**src/rtl/isrp_defs.svh**
```systemverilog
// isrp_defs.svh: bit positions, masks and reset values of the status reporting block
// assumes: included by its bare name from the package and the design files
`ifndef ISRP_DEFS_SVH
`define ISRP_DEFS_SVH

// status summary byte bit positions
`define ISRP_STB_QUE   2
`define ISRP_STB_QUES  3
`define ISRP_STB_MAV   4
`define ISRP_STB_ESB   5
`define ISRP_STB_RQS   6
`define ISRP_STB_OPER  7

// standard event latch bit positions
`define ISRP_ESR_OPC   0
`define ISRP_ESR_DDE   3
`define ISRP_ESR_EXE   4
`define ISRP_ESR_CME   5
`define ISRP_ESR_PON   7

// masks of defined bits, and the master summary mask without bit 6
`define ISRP_STB_USED  8'hbc
`define ISRP_ESR_USED  8'hb9
`define ISRP_MSS_MASK  8'hbf

// reset values
`define ISRP_ESR_RST   8'h80
`define ISRP_SRE_RST   8'h00
`define ISRP_ZERO8     8'h00

`endif

```
**src/rtl/isrp_pkg.sv**
```systemverilog
// isrp_pkg: types shared by the status reporting block
// assumes: isrp_defs.svh on the include path
package isrp_pkg;
   `include "isrp_defs.svh"

   // kind of status access made by the remote controller
   typedef enum logic [1:0] {
      ISRP_QRY_STB  = 2'h0,
      ISRP_QRY_ESR  = 2'h1,
      ISRP_QRY_SRE  = 2'h2,
      ISRP_QRY_POLL = 2'h3
   } isrp_qry_t;

   // answer sequencer, gray along idle -> answer -> idle
   typedef enum logic [1:0] {
      ISRP_ST_IDLE = 2'h0,
      ISRP_ST_ANS  = 2'h1
   } isrp_st_t;

   // standard event pulses from the instrument
   typedef struct packed {
      logic opc;   // pending operations all complete
      logic dde;   // device-dependent error
      logic exe;   // execution error
      logic cme;   // command error
   } isrp_evt_t;

   // summary levels from queues and sub-registers
   typedef struct packed {
      logic oper;  // operation status summary
      logic ques;  // questionable status summary
      logic mav;   // output queue holds data
      logic que;   // error/event queue not empty
   } isrp_sum_t;

   // answer to a status access
   typedef struct packed {
      logic       vld;
      logic [7:0] data;
   } isrp_rsp_t;
endpackage : isrp_pkg

```
**src/rtl/isrp_evt_latch.sv**
```systemverilog
// isrp_evt_latch: bank of sticky event bits, cleared as a whole
// assumes: set pulses and clear synchronous to clk_i; set wins over clear
`timescale 1ns/1ps
`default_nettype none
module isrp_evt_latch #(
   parameter int           W   = 8,
   parameter logic [W-1:0] RST = '0
) (
   input  wire logic         clk_i,
   input  wire logic         nrst_i,
   input  wire logic [W-1:0] set_i,
   input  wire logic         clr_i,
   output var  logic [W-1:0] q_o
);
   // one sticky flop per event bit; a set in the clear cycle survives
   for (genvar i = 0; i < W; i++) begin : g_bit
      always_ff @(posedge clk_i or negedge nrst_i) begin
         if (!nrst_i) begin
            q_o[i] <= RST[i];
         end else begin
            q_o[i] <= set_i[i] | (q_o[i] & ~clr_i);
         end
      end
   end
endmodule : isrp_evt_latch
`default_nettype wire

```
**src/rtl/isrp_top.sv**
```systemverilog
// isrp_top: status byte, service request enable and standard event latch
// assumes: all inputs synchronous to clk_i; queries arrive as one-cycle strobes
//
// Functional notes
// RULE1: request-service flag lives in status bit 6
// RULE2: request service when enabled status bits nonzero; code requests only as the summary turns on, not again after a poll
// RULE3: eight sticky standard event bits
// RULE4: event summary ORed into status bit 5
// RULE5: status bit 2 shows queue not empty
// RULE6: status bit 3 shows questionable summary
// RULE7: status bit 4 shows message available
// RULE8: status bit 7 shows operation summary
// RULE9: serial poll returns status with request-service bit
// RULE10: status query returns master summary in bit 6
// RULE11: controller may poll message-available before reading
// RULE12: event bit 0 marks operations complete
// RULE13: event bit 3 marks device-dependent error
// RULE14: event bit 4 marks execution error
// RULE15: event bit 5 marks command error
// RULE16: event bit 7 records power-up
// RULE17: reading event latch clears all its bits
// RULE18: status query leaves status byte unchanged
// RULE19: enable query returns its value 0 to 255
// RULE20: undefined status and event bits read zero
`timescale 1ns/1ps
`default_nettype none
`include "isrp_defs.svh"
module isrp_top (
   input  wire logic                clk_i,
   input  wire logic                nrst_i,
   input  wire isrp_pkg::isrp_evt_t evt_i,
   input  wire isrp_pkg::isrp_sum_t sum_i,
   input  wire logic                sre_wr_i,
   input  wire logic [7:0]          sre_wdata_i,
   input  wire logic                qry_vld_i,
   input  wire isrp_pkg::isrp_qry_t qry_sel_i,
   output var  logic                qry_rdy_o,
   output var  isrp_pkg::isrp_rsp_t rsp_o,
   output var  logic                srq_o
);
   import isrp_pkg::*;

   logic [7:0] esr_set;    // event pulses placed at their bit positions
   logic [7:0] esr_q;      // standard event latch
   logic       esr_clr;    // read of the latch clears it
   logic       esb;        // event summary
   logic [7:0] stb_d;
   logic [7:0] stb_q;      // status byte without the bit 6 flag
   logic [7:0] sre_q;      // service request enable
   logic       mss_c;      // master summary, combinational
   logic       mss_q;      // master summary, one cycle late for edge finding
   logic       srq_q;      // request-service flag
   isrp_st_t   st_q;
   isrp_st_t   st_d;
   logic       take;       // query accepted this cycle
   isrp_rsp_t  rsp_d;

   // a query is taken only while the sequencer is idle
   assign take = qry_vld_i & qry_rdy_o;

   // place event pulses; bits 1, 2 and 6 never set
   always_comb begin
      esr_set                = `ISRP_ZERO8;                 // RULE20
      esr_set[`ISRP_ESR_OPC] = evt_i.opc;                   // RULE12
      esr_set[`ISRP_ESR_DDE] = evt_i.dde;                   // RULE13
      esr_set[`ISRP_ESR_EXE] = evt_i.exe;                   // RULE14
      esr_set[`ISRP_ESR_CME] = evt_i.cme;                   // RULE15
   end

   // reading the event latch empties it, events of the same cycle stay
   assign esr_clr = take & (qry_sel_i == ISRP_QRY_ESR);    // RULE17

   // reset value carries the power-up bit, so power-on is seen as an event
   isrp_evt_latch #(
      .W   (8),
      .RST (`ISRP_ESR_RST)                                 // RULE16
   ) u_esr (                                               // RULE3
      .clk_i  (clk_i),
      .nrst_i (nrst_i),
      .set_i  (esr_set),
      .clr_i  (esr_clr),
      .q_o    (esr_q)
   );

   // every latched event folds into one summary bit
   assign esb = |(esr_q & `ISRP_ESR_USED);                 // RULE4

   // status byte built from summaries; bits 0, 1 stay zero
   always_comb begin
      stb_d                 = `ISRP_ZERO8;                 // RULE20
      stb_d[`ISRP_STB_QUE]  = sum_i.que;                   // RULE5
      stb_d[`ISRP_STB_QUES] = sum_i.ques;                  // RULE6
      stb_d[`ISRP_STB_MAV]  = sum_i.mav;                   // RULE7
      stb_d[`ISRP_STB_ESB]  = esb;                         // RULE4
      stb_d[`ISRP_STB_OPER] = sum_i.oper;                  // RULE8
   end

   // status byte register; no query writes it, so reads cannot disturb it
   always_ff @(posedge clk_i or negedge nrst_i) begin
      if (!nrst_i) begin
         stb_q <= `ISRP_ZERO8;
      end else begin
         stb_q <= stb_d;                                   // RULE18
      end
   end

   // service request enable, written whole by the controller
   always_ff @(posedge clk_i or negedge nrst_i) begin
      if (!nrst_i) begin
         sre_q <= `ISRP_SRE_RST;
      end else if (sre_wr_i) begin
         sre_q <= sre_wdata_i;                             // RULE19
      end
   end

   // bit 6 of the enable is ignored: the flag must not gate itself
   assign mss_c = |(stb_q & sre_q & `ISRP_MSS_MASK);       // RULE2

   // previous summary, used to arm the request on a new reason only
   always_ff @(posedge clk_i or negedge nrst_i) begin
      if (!nrst_i) begin
         mss_q <= 1'b0;
      end else begin
         mss_q <= mss_c;
      end
   end

   // request flag: raised by a fresh summary, dropped by a serial poll;
   // a raise in the poll cycle wins so no request is lost
   always_ff @(posedge clk_i or negedge nrst_i) begin
      if (!nrst_i) begin
         srq_q <= 1'b0;
      end else if (mss_c & ~mss_q) begin
         srq_q <= 1'b1;                                    // RULE2
      end else if (take & (qry_sel_i == ISRP_QRY_POLL)) begin
         srq_q <= 1'b0;
      end
   end

   assign srq_o = srq_q;                                   // RULE1

   // answer sequencer next state
   always_comb begin
      case (st_q)
         ISRP_ST_IDLE: begin
            st_d = take ? ISRP_ST_ANS : ISRP_ST_IDLE;
         end
         ISRP_ST_ANS: begin
            st_d = ISRP_ST_IDLE;
         end
         default: begin
            st_d = ISRP_ST_IDLE;
         end
      endcase
   end

   // state and ready flop; ready is low for the answer cycle
   always_ff @(posedge clk_i or negedge nrst_i) begin
      if (!nrst_i) begin
         st_q      <= ISRP_ST_IDLE;
         qry_rdy_o <= 1'b1;
      end else begin
         st_q      <= st_d;
         qry_rdy_o <= (st_d == ISRP_ST_IDLE);
      end
   end

   // answer data per kind of access
   always_comb begin
      rsp_d.vld  = take;
      rsp_d.data = `ISRP_ZERO8;
      case (qry_sel_i)
         ISRP_QRY_STB: begin
            rsp_d.data                = stb_q;
            rsp_d.data[`ISRP_STB_RQS] = mss_c;             // RULE10
         end
         ISRP_QRY_POLL: begin
            rsp_d.data                = stb_q;
            rsp_d.data[`ISRP_STB_RQS] = srq_q;             // RULE9
         end
         ISRP_QRY_ESR: begin
            rsp_d.data = esr_q;                            // RULE17
         end
         ISRP_QRY_SRE: begin
            rsp_d.data = sre_q;                            // RULE19
         end
         default: begin
            rsp_d.data = `ISRP_ZERO8;
         end
      endcase
   end

   // answer register, valid for one cycle after the take
   always_ff @(posedge clk_i or negedge nrst_i) begin
      if (!nrst_i) begin
         rsp_o <= '0;
      end else begin
         rsp_o <= rsp_d;
      end
   end
endmodule : isrp_top
`default_nettype wire

```
**config.mk**
```make
export PLATFORM = sky130hd
export DESIGN_NAME = isrp_top
export DESIGN_NICKNAME = d
export VERILOG_FILES = /design/src/rtl/isrp_pkg.sv /design/src/rtl/isrp_evt_latch.sv /design/src/rtl/isrp_top.sv
export VERILOG_INCLUDE_DIRS = /design/src /design/src/rtl
export SDC_FILE = /design/constraint.sdc
export NUM_CORES = 1
export LEC_CHECK = 0
export BUFFER_PORTS_ARGS = -buffer_cell sky130_fd_sc_hd__buf_2
export CAP_MARGIN = 20
export CORE_ASPECT_RATIO = 1.5
export CORE_MARGIN = 3
export CORE_UTILIZATION = 50
export DETAILED_ROUTE_END_ITERATION = 8
export PLACE_DENSITY = 0.74
export SYNTH_ARGS = -nofsm -noshare
export SYNTH_HDL_FRONTEND = slang
export SYNTH_SLANG_ARGS = --single-unit
```
**constraint.sdc**
```tcl
create_clock -name clk_i -period 1.9 [get_ports clk_i]
set_input_delay 0.285 -clock clk_i [delete_from_list [all_inputs] [get_ports clk_i]]
set_output_delay 0.285 -clock clk_i [all_outputs]
set_load 0.02 [all_outputs]
```
---- After elaboration in Yosys (flattened, before gate mapping) ----
Cells that the tools add are included.
W data, S select, Z words.
storage, ports and cells
  RAM bits ................................ 0
  bits in latches ......................... 0
  memories kept ........................... 0
  output and inout port bits .............. 11
  bits in read-only memories .............. 0
  input bits .............................. 22
  flip-flop bits (word level) ............. 35
operators by class
  add/subtract/negate cells ............... 0
  multipliers ............................. 0
  equality and inequality tests ........... 3
  bitwise operators ....................... 19
  $lt $le $gt $ge ......................... 0
  shifts and indexed selects .............. 0
  multiplexer cells ....................... 5
  reductions and logical operators ........ 6
  div/mod/pow operators ................... 0
operators with widths
  kind                  count
  $pmux W8 S4           1
  $and A1 B1 Y1         12
  $and A8 B8 Y8         1
  $reduce_or A7 Y1      1
  $logic_not A2 Y1      3
  $reduce_or A5 Y1      1
  $eq A2 B2 Y1 const B  2
  $mux W1               4
  $or A1 B1 Y1          4
  $eq A2 B1 Y1 const B  1
  $not A1 Y1            2
  $reduce_bool A2 Y1    1

---- Longest topological paths before layout ----
Gate-level depths: netlist (run 1).
  word-level depth ........................ 5
  mapped depth ............................ 4

---- Hierarchy ----
Synthesis (run 1) repeated with hierarchy kept, for this count alone.
unflattened totals
  cells, all modules ...................... 95
  area total of the unflattened synthesis .. 1301.2 sq um
modules (own cells, without submodules)
  module          cells each  instances  area an instance (sq um)
  isrp_top        78          1          1036.0
  isrp_evt_latch  17          1          265.3

---- Worst setup path before layout (run 1) ----
No wires, ideal clock.
  path type ............................... register to register
  start point ............................. register stb_q[7]
  end point ............................... register rsp_o[6] (netlist name)
  slack ................................... 0.494 ns
  stages on the path, launching flop included .. 4
  period minus slack after synthesis ...... 1.406 ns
  path buffers ............................ 0
  data arrival time ....................... 1.268 ns
  cell sequence ........................... dfrtp_1 -> a222oi_1 -> nand2_1 -> mux4_2
RTL lines
  what                      RTL line         source
  start: declaration        isrp_top.sv:48   logic [7:0] stb_q;
  start signal: assignment  isrp_top.sv:101  stb_q <= `ISRP_ZERO8;
  start signal: assignment  isrp_top.sv:103  stb_q <= stb_d;
  end signal: assignment    isrp_top.sv:198  rsp_o <= rsp_d;
  end: declaration          isrp_top.sv:38   output var isrp_pkg::isrp_rsp_t rsp_o,

==> impl_metrics.csv, run 1 <==
group,metric,value,unit
status,outcome,"finished with violations",
status,failed_checks,"negative hold slack",
synth,seq_area_frac_synth,0.663,
placement,detailedPlacementHpwl,1.68,mm
critical_path,cp_max_fo,3,
detailed_routing,finalWirelength,2.27,mm
synth,synth_cell_types,22,
global_routing,grt_max_degree,35,
placement,numPlacedInstances,145,
global_routing,first_pass_grt_wire_length,3.66,mm
synth,synth_area_per_cell,13.8,um2
layout,layout.area.seq,853,um2
power,power.leakage,0.723,nW
timing,grt_setup_unrepaired,"false",
power,switching_share,0.236,
floorplan,core.rowCount,21,
floorplan,floorplan.core_area,0.00234,mm2
synth,ys_top_cells_by_area,"dfrtp_1 62%, mux2_2 7.0%, dfstp_2 4.1%, mux2i_1 3.9%, nor2b_1 3.4%",
critical_path,crit_path_cell_trace,"a222oi_1, nand2_1, mux4_2",
clock_tree,cts-resized-gates,0,
flow_run,count_of_max_cap_constraint_violations,0,
timing,clock-skew-final,0.0150,ns
power,max-vdd-ir-drop,0.00122,V
critical_path,critical_path_class,"reg -> reg",
timing,timing.slew.headroom,0.534,
detailed_routing,vias,853,
floorplan,fp.dieH,68.2,um
clock_tree,cts-root-to-sink-buffers,2,
synth,synth_cells,93,
global_routing,globalRouteTotalUtil,0.173,
global_routing,grt.overflow.total,0,
layout,mostFrequentLayoutCells,"32 x buf_2, 32 x dfrtp_1, 8 x mux2_2, 7 x nor2b_1, 6 x a21oi_1",
layout,final_cells,153,
synth,yosys_warning_count,0,
detailed_routing,wire_per_inst,14.9,um
detailed_routing,drt_iter0_markers,18,
timing,max_freq,639,MHz
global_routing,grt_antenna_before_repair,0,
layout,syn_to_final_growth,19.7,%
synth,yosys.area.top_type,"dfrtp_1",
critical_path,slowest_delay,0.46,ns
timing,final_period_minus_worst_setup_slack,1.56,ns
clock_tree,post_cts.repair.setup_buffers,0,
detailed_routing,drt_drc_violations_left,0,
timing,finalCritPeriodShare,0.823,
timing,setup_tns,0,ns
min_path,kind_of_path_behind_the_tightest_hold_check,"in -> async",
critical_path,critPathLaunchType,"register",
floorplan,floorplan.initialDensity,0.551,
placement,port_buffers,32,
detailed_routing,via_per_inst,5.58,
global_routing,number_of_global_route_vias_before_repair,819,
placement,gpl.final_weighted_congestion,0.755,
synth,synthDominantCellAreaShare,0.622,
timing,drv_slew,0,
synth,ys_ff_latch,34,
clock_tree,cts_sinks,34,
power,p_clk_frac,0.332,
layout,layout.nets,151,
clock_tree,holdBufCountCts,0,
critical_path,crit_slowest_cell,"mux4_2",
clock_tree,cts.reportedPaths.clkPinSlew,0.09,ns
power,share_comb_of_total_power,0.126,
critical_path,critical_path.endpoint_type,"register",
power,power.net_switching,353,uW
floorplan,fp.dieW,47.4,um
power,power_density,971,mW/mm2
power,post-layout-total-power,1.50,mW
timing,worst_hold_margin,-0.0126,ns
clock_tree,cts-buffers-inserted,5,
clock_tree,cts-htree-levels,2,
power,power.internal,1.14,mW
detailed_routing,drt_pass1_iterations,4,
synth,synth_fp_nets,115,
clock_tree,worst_skew_pair.late_latency,0.33,ns
power,pwr-share-seq,0.543,
floorplan,i_o_pin_total,33,
detailed_routing,antenna_nets_post_route,0,
critical_path,worst-endpoint-arrival,1.77,ns
synth,syn-cell-area,0.00129,mm2
layout,num-fill-cells,189,
timing,timing_worst_slew_pin_value,0.699,ns
layout,insertedDiodeCount,0,
timing,timing_hold_violations_final,27,
layout,drive_above_1_share,0.385,
floorplan,die_area,0.00323,mm2
timing,report.final.setup_viol,0,
layout,area_of_combinational_cells_with_multiple_inputs,409,um2
clock_tree,cts_tree,"built",
clock_tree,clock_tree_root_driver_cell,"clkbuf_4",
critical_path,worst-endpoint-required,2.11,ns
==> layer usage <==
metal,track usage,vias to the layer above,wire [um]
met5,0,-,0
met4,0.107,0,74
met3,0.0711,8,140
met2,0.262,26,1150
met1,0.196,411,906
li1,-,408,-
==> through the flow <==
stage / setup slack, ns / cell area [um2] / hold slack [ns] / util
floorplan: 0.494 / 1290 / -0.0106 / -
global placement: 0.391 / 1470 / 0.374 / 0.627
detailed placement: 0.310 / 1470 / 0.378 / 0.627
CTS: 0.293 / 1540 / 0.00351 / 0.659
global route: 0.270 / 1540 / 0.0214 / 0.659
finish: 0.336 / 1540 / -0.0126 / 0.659
==> layout make-up <==
type / count / area share
clock buffer: 7 / 0.0292
clock inverter: 1 / 0.0195
inverter: 2 / 0.00487
multi-input combinational: 53 / 0.265
sequential: 34 / 0.554
tap: 23 / 0.0187
timing repair buffer: 33 / 0.109
==> cells by family after synthesis <==
logic type	synth area share
flops	0.663
simple gates	0.0826
buf+inv	0.0194
mux	0.126
compound gates	0.109
==> path summary, 6_finish.rpt <==
kind                                       from             endpoint  slack (ns)  cells after the start
setup / recovery           sre_q[7]$_DFFE_PN0P_   rsp_o[6]$_DFF_PN0_        0.34                      3
hold reg to reg               st_q[0]$_DFF_PN0_  qry_rdy_o$_DFF_PN1_        0.47                      1
min in group clk_i                     sum_i[0]   stb_q[2]$_DFF_PN0_        0.05                      1
hold / removal                           nrst_i   rsp_o[7]$_DFF_PN0_       -0.01                      1
setup reg to reg           sre_q[7]$_DFFE_PN0P_   rsp_o[6]$_DFF_PN0_        0.34                      3
max in group asynchronous                nrst_i    st_q[0]$_DFF_PN0_        1.45                      1
==> power groups by stage <==
stage          Clock, mW  Combinational [mW]  Sequential [mW]
2_1_floorplan          0              0.0800            0.855
3_3_place_gp           0               0.189            0.824
3_5_place_dp           0               0.192            0.828
4_1_cts            0.516               0.193            0.814
5_1_grt            0.538               0.209            0.821
6_report           0.497               0.188            0.812
==> critical path: cells and delay by family, from the launching register on <==
kind	cells	cell delay [ns]
AOI/OAI and AO/OA	1	0.45
DFF	1	0.41
muxes	1	0.46
and+or+nand+nor	1	0.12
==> synthesized netlist by cell type (all sizes together) <==
cell    number
a222oi       1
and2         4
mux2         8
a22o         2
nor3         1
a21o         5
mux2i        5
clkbuf       2
a211oi       5
nor2         1
nand4        1
or2          1
inv          2
dfrtp       32
dfstp        2
nor2b        7
nand2        3
a21oi        6
a22oi        1
mux4         1
nand3        1
buf          2
==> flip-flops by register name (all words and copies together), names as in the netlist <==
signal     count
rsp_o          9
sre_q          8
u_esr.q_o      8
stb_q          5
mss_q          1
qry_rdy_o      1
srq_o          1
st_q           1
(Power assumes the default switching activity.)
==> inputs of run 2 (changes only) <==
Settings changed: CORE_UTILIZATION 50 to 46, PLACE_DENSITY 0.74 to 0.72.
Clock period 1.9 ns to 1.4 ns, I/O delays scaled along.
==> run 2 against run 1 <==
The flow finishes with violations (negative setup slack); critical path depth up 1; critical path type unchanged; utilization up 0.99 points; clock-buffer cell count up 1; register-to-register slack worse by 0.53 ns.
==> impl_metrics.csv, run 2 (same netlist as run 1, synthesis figures left out) <==
group,metric,value,unit
status,outcome,"finished with violations",
status,failed_checks,"negative setup slack",
timing,max_freq,627,MHz
layout,syn_to_final_growth,33.0,%
layout,mostFrequentLayoutCells,"32 x buf_2, 32 x dfrtp_1, 11 x buf_4, 8 x mux2_2, 7 x nor2b_1",
power,power_density,1210,mW/mm2
placement,gpl.final_weighted_congestion,0.756,
global_routing,grt_antenna_before_repair,0,
detailed_routing,via_per_inst,5.05,
critical_path,worst-endpoint-required,1.60,ns
min_path,kind_of_path_behind_the_tightest_hold_check,"in -> reg",
detailed_routing,drt_iter0_markers,14,
detailed_routing,vias,919,
detailed_routing,finalWirelength,2.54,mm
clock_tree,cts-root-to-sink-buffers,2,
global_routing,grt_max_degree,20,
timing,final_period_minus_worst_setup_slack,1.59,ns
detailed_routing,drt_drc_violations_left,0,
min_path,holdCritStartpoint,"evt_i[1]",
timing,timing.slew.headroom,0.749,
clock_tree,clock_tree_root_driver_cell,"clkbuf_4",
layout,largest_register_ffs,9,
timing,clock-skew-final,0.00839,ns
detailed_routing,wire_per_inst,14.0,um
clock_tree,worst_skew_pair.late_latency,0.32,ns
flow_run,count_of_max_cap_constraint_violations,0,
timing,setup_tns,-0.343,ns
clock_tree,cts-buffers-inserted,5,
floorplan,i_o_pin_total,33,
power,power.leakage,0.808,nW
clock_tree,cts-htree-levels,2,
layout,layout.nets,167,
critical_path,regToRegSetupSlack,-0.19,ns
power,max-vdd-ir-drop,0.000849,V
placement,port_buffers,32,
power,post-layout-total-power,2.07,mW
floorplan,fp.dieW,49.2,um
critical_path,critical_path.reg2reg.endpoint,"rsp_o[6]$_DFF_PN0_",
timing,setup_ws,-0.194,ns
critical_path,reg2reg_depth,4,
layout,insertedDiodeCount,0,
critical_path,critical_path_class,"reg -> reg",
clock_tree,cts.reportedPaths.clkPinSlew,0.10,ns
floorplan,fp.dieH,70.8,um
global_routing,globalRouteTotalUtil,0.171,
placement,detailedPlacementHpwl,1.86,mm
layout,largest_registers,"rsp_o (9), sre_q (8), u_esr.q_o (8)",
timing,report.final.setup_viol,2,
timing,timing_hold_violations_final,0,
timing,grt_setup_unrepaired,"true",
critical_path,critPathLaunchType,"register",
floorplan,core.rowCount,22,
critical_path,cp_max_fo,3,
timing,drv_slew,0,
min_path,worst_hold_path.num_cells,2,
global_routing,grt.overflow.total,0,
critical_path,critical_path.endpoint_type,"register",
layout,drive_above_1_share,0.445,
global_routing,first_pass_grt_wire_length,4.37,mm
min_path,min_to,"u_esr.q_o[4]$_DFF_PN0_",
clock_tree,cts_sinks,34,
floorplan,floorplan.core_area,0.00256,mm2
detailed_routing,drt_pass1_iterations,4,
timing,timing_worst_slew_pin_value,0.376,ns
critical_path,critical_path.reg2reg.startpoint,"stb_q[7]$_DFF_PN0_",
floorplan,die_area,0.00348,mm2
floorplan,floorplan.initialDensity,0.503,
global_routing,number_of_global_route_vias_before_repair,953,
detailed_routing,antenna_nets_post_route,0,
layout,biggest_register,"rsp_o",
clock_tree,cts_tree,"built",
timing,finalCritPeriodShare,1.14,
critical_path,worst-endpoint-arrival,1.80,ns
run 2: worst max path at each step:
stage | slack, ns | from | to
2_1_floorplan | -0.006 | stb_q[7]$_DFF_PN0_ | rsp_o[6]$_DFF_PN0_
5_1_grt | -0.29 | stb_q[7]$_DFF_PN0_ | rsp_o[6]$_DFF_PN0_
3_3_place_gp | -0.15 | stb_q[7]$_DFF_PN0_ | rsp_o[6]$_DFF_PN0_
3_5_place_dp | -0.22 | stb_q[7]$_DFF_PN0_ | rsp_o[6]$_DFF_PN0_
4_1_cts | -0.11 | sre_q[7]$_DFFE_PN0P_ | rsp_o[6]$_DFF_PN0_
6_report | -0.19 | stb_q[7]$_DFF_PN0_ | rsp_o[6]$_DFF_PN0_
run 2: final cells by class:
type,count,area [um2]
clock buffer,8,78.8
fill,209,847
inverter,2,7.51
multi-input combinational,53,415
sequential,34,853
tap,36,45.0
timing repair buffer,49,313
run 2: where the power goes:
part | leakage [nW] | internal [mW] | total [mW] | switching [mW]
registers | 0.389 | 1.06 | 1.10 | 0.0424
clock network | 0.0446 | 0.343 | 0.649 | 0.306
logic | 0.375 | 0.163 | 0.323 | 0.160
total | 0.808 | 1.57 | 2.07 | 0.508
run 2: critical path, cell delays in order (launching register included):
cell and delay (ns):
dfrtp_1 0.42, a222oi_1 0.35, buf_4 0.20, nand2_2 0.06, mux4_2 0.46
run 2: what timing repair did:
item | CTS | global route
buffers inserted | 3 | 2
endpoints found under the setup margin | 2 | 2
hold buffers | 5 | 0
gates resized for setup | 1 | 1
pin swaps | 1 | 0
endpoints found under the hold margin | 18 | 0
run 2: stage by stage:
| stage | util | setup slack [ns] | hold WS [ns] | cells | area, um2 |
|---|---|---|---|---|---|
| 4_1_cts | 0.662 | -0.111 | 0.0476 | 180 | 1690 |
| 6_report | 0.669 | -0.194 | 0.0595 | 182 | 1710 |
| 2_1_floorplan | - | -0.00590 | -0.0856 | 93 | 1290 |
| 3_5_place_dp | 0.602 | -0.218 | 0.146 | 164 | 1540 |
| 5_1_grt | 0.669 | -0.287 | 0.0280 | 182 | 1710 |
| 3_3_place_gp | 0.602 | -0.145 | 0.144 | 164 | 1540 |
run 2: per-layer routing:
layer | wire length (um) | share of wire | track usage
met1 | 986 | 0.39 | 0.190
met2 | 1340 | 0.53 | 0.276
met3 | 110 | 0.043 | 0.0653
met4 | 104 | 0.041 | 0.0981
met5 | 0 | 0 | 0
==> inputs of run 3 (changes only) <==
--- a/config.mk
+++ b/config.mk
@@ -13,6 +13,7 @@
 export CORE_UTILIZATION = 46
 export DETAILED_ROUTE_END_ITERATION = 8
-export PLACE_DENSITY = 0.72
+export PLACE_DENSITY = 0.71
 export SYNTH_ARGS = -nofsm -noshare
 export SYNTH_HDL_FRONTEND = slang
+export SYNTH_HIERARCHICAL = 1
 export SYNTH_SLANG_ARGS = --single-unit
==> constraint.sdc (replaced) <==
create_clock -name clk_i -period 1.4 [get_ports clk_i]
set_input_delay 0.21 -clock clk_i [delete_from_list [all_inputs] [get_ports clk_i]]
set_output_delay 0.21 -clock clk_i [all_outputs]
set_load 0.005 [all_outputs]
==> run 3 against run 2 <==
Critical path type unchanged; die area up 0.96%; largest power group unchanged; the flow still finishes with violations (negative setup slack); via count down 3.9%; largest cell class unchanged; first-iteration DRC count increased by 21%; clock skew shrank 0.0032 ns.
==> impl_metrics.csv, run 3 <==
group,metric,value,unit
layout,mostFrequentLayoutCells,"32 x buf_2, 32 x dfrtp_1, 9 x a21o_1, 8 x mux2_2",
timing,max_freq,652,MHz
critical_path,critical_path_class,"reg -> reg",
layout,biggest_register,"rsp_o",
power,power.internal,1.60,mW
critical_path,worst-endpoint-arrival,1.68,ns
synth,synth_area_per_cell,13.7,um2
synth,synth_cells,95,
clock_tree,worst_skew_pair.late_latency,0.28,ns
timing,final_period_minus_worst_setup_slack,1.53,ns
timing,grt_setup_unrepaired,"true",
timing,setup_tns,-0.133,ns
flow_run,count_of_max_cap_constraint_violations,0,
status,outcome,"finished with violations",
timing,setup_ws,-0.133,ns
synth,yosys_warning_count,6,
critical_path,critPathLaunchType,"register",
global_routing,globalRouteTotalUtil,0.163,
synth,synth_edf_count,0,
clock_tree,cts_tree,"built",
floorplan,floorplan.initialDensity,0.486,
layout,largest_register_ffs,9,
global_routing,grt.overflow.total,0,
power,power.leakage,0.759,nW
power,share_comb_of_total_power,0.120,
timing,report.final.setup_viol,1,
detailed_routing,finalWirelength,2.58,mm
clock_tree,cts-htree-levels,2,
min_path,kind_of_path_behind_the_tightest_hold_check,"in -> reg",
global_routing,first_pass_grt_wire_length,4.14,mm
placement,port_buffers,32,
synth,synthDominantCellAreaShare,0.615,
layout,layout.nets,163,
floorplan,die_area,0.00352,mm2
detailed_routing,vias,883,
timing,finalCritPeriodShare,1.09,
power,p_clk_frac,0.344,
status,failed_checks,"negative setup slack",
synth,synth-async-reset-ratio,1.00,
floorplan,i_o_pin_total,33,
floorplan,fp.dieW,49.4,um
detailed_routing,wire_per_inst,14.4,um
layout,insertedDiodeCount,0,
detailed_routing,drt_drc_violations_left,0,
placement,detailedPlacementHpwl,1.82,mm
detailed_routing,via_per_inst,4.93,
critical_path,critical_path.endpoint_type,"register",
placement,numPlacedInstances,167,
clock_tree,clock_tree_root_driver_cell,"clkbuf_8",
critical_path,worst-endpoint-required,1.55,ns
power,power_density,1250,mW/mm2
timing,drv_slew,0,
detailed_routing,drt_pass1_iterations,4,
floorplan,fp.dieH,71.1,um
synth,yosys.area.top_type,"dfrtp_1",
synth,synth_cell_types,23,
floorplan,floorplan.core_area,0.00268,mm2
synth,syn-cell-area,0.00130,mm2
critical_path,cp_max_fo,2,
layout,syn_to_final_growth,27.5,%
detailed_routing,drt_iter0_markers,17,
floorplan,core.rowCount,23,
timing,clock-skew-final,0.00518,ns
power,max-vdd-ir-drop,0.000796,V
synth,seq_area_frac_synth,0.656,
global_routing,number_of_global_route_vias_before_repair,933,
global_routing,grt_max_degree,35,
clock_tree,cts-buffers-inserted,5,
synth,post_synth_most_frequent_cells,"32 x dfrtp_1, 9 x a21o_1, 8 x mux2_2",
clock_tree,cts_sinks,34,
synth,ys_top_cells_by_area,"dfrtp_1 62%, mux2_2 6.9%, a21o_1 5.2%, dfstp_2 4.0%, mux2i_1 3.8%",
power,power.net_switching,478,uW
global_routing,grt_antenna_before_repair,0,
synth,synth_most_common_cell,"dfrtp_1",
clock_tree,cts-root-to-sink-buffers,2,
detailed_routing,antenna_nets_post_route,0,
synth,synth-main-ff-cell,"dfrtp_1",
power,pwr-share-seq,0.536,
placement,gpl.final_weighted_congestion,0.734,
synth,ys_ff_latch,34,
timing,timing_hold_violations_final,0,
clock_tree,cts.reportedPaths.clkPinSlew,0.06,ns
layout,largest_registers,"rsp_o (9), sre_q (8), u_esr/q_o (8)",
power,switching_share,0.230,
layout,drive_above_1_share,0.415,
power,post-layout-total-power,2.08,mW
layout,final_cells,179,
[run 3: cell types whose count changed after synthesis]
cell / before / now
inv_2: 0 / 1
a21o_1: 5 / 9
and3_1: 0 / 1
nand3_1: 1 / 0
conb_1: 0 / 1
and2_1: 4 / 0
[run 3: final timing paths]
check                                   start                  end  slack [ns]  depth (start not counted)
setup / recovery           stb_q[5]$_DFF_PN0_   rsp_o[6]$_DFF_PN0_       -0.13                          3
hold / removal                       sum_i[3]   stb_q[7]$_DFF_PN0_        0.03                          1
setup reg to reg           stb_q[5]$_DFF_PN0_   rsp_o[6]$_DFF_PN0_       -0.13                          3
hold reg to reg             st_q[0]$_DFF_PN0_  qry_rdy_o$_DFF_PN1_        0.46                          1
max in group asynchronous              nrst_i  qry_rdy_o$_DFF_PN1_        0.58                          3
min in group asynchronous              nrst_i   rsp_o[3]$_DFF_PN0_        0.48                          3
[run 3: stage by stage]
step / worst slack (ns) / hold WS, ns / area (um2) / utilization
detailed placement: -0.103 / 0.263 / 1530 / 0.572
finish: -0.133 / 0.0344 / 1660 / 0.620
floorplan: -0.00590 / -0.0856 / 1310 / -
CTS: -0.112 / 0.0234 / 1650 / 0.617
global placement: -0.0844 / 0.252 / 1530 / 0.572
global route: -0.209 / 0.0243 / 1660 / 0.620
[run 3: critical path, stage by stage, from the launching register on]
cell and delay (ns):
dfrtp_1 0.39, a222oi_1 0.41, nand2_1 0.14, mux4_2 0.47
[run 3: power by group through the flow]
stage                     registers, mW  clock network (mW)  logic (mW)
after floorplan                    1.13                   0       0.117
after global placement             1.13                   0       0.236
after detailed placement           1.13                   0       0.242
after CTS                          1.11               0.748       0.256
after global routing               1.12               0.786       0.279
final                              1.12               0.716       0.250
[run 3: routing by layer]
| layer | wire length (um) | track usage | share of wire |
|---|---|---|---|
| met1 | 987 | 0.164 | 0.38 |
| met2 | 1430 | 0.299 | 0.55 |
| met3 | 104 | 0.0358 | 0.040 |
| met4 | 57 | 0.102 | 0.022 |
| met5 | 0 | 0 | 0 |
[run 3: cells by family (layout without fill, tap and decap cells)]
family / after synthesis / in the layout / share of synthesized area
buf+inv: 7 / 51 / 0.0221
compound gates: 24 / 24 / 0.131
other cells: 1 / 4 / 0.00288
simple gates: 15 / 15 / 0.0635
flops: 34 / 34 / 0.656
mux: 14 / 14 / 0.125
[run 3: cell type report]
class	count	area (um2)
Clock buffer	7	86.3
Clock inverter	1	5.00
Fill cell	231	1020
Inverter	3	11.3
Multi-Input combinational cell	57	434
Sequential cell	34	853
Tap cell	37	46.3
Timing Repair Buffer	40	223
[run 3: repair_timing]
| item | in CTS | in global routing |
|---|---|---|
| hold endpoints to repair | 32 | 0 |
| pin swaps | 2 | 2 |
| buffers inserted | 2 | 2 |
| resized for setup | 1 | 0 |
| endpoints found under the setup margin | 1 | 2 |
| hold buffers | 1 | 0 |
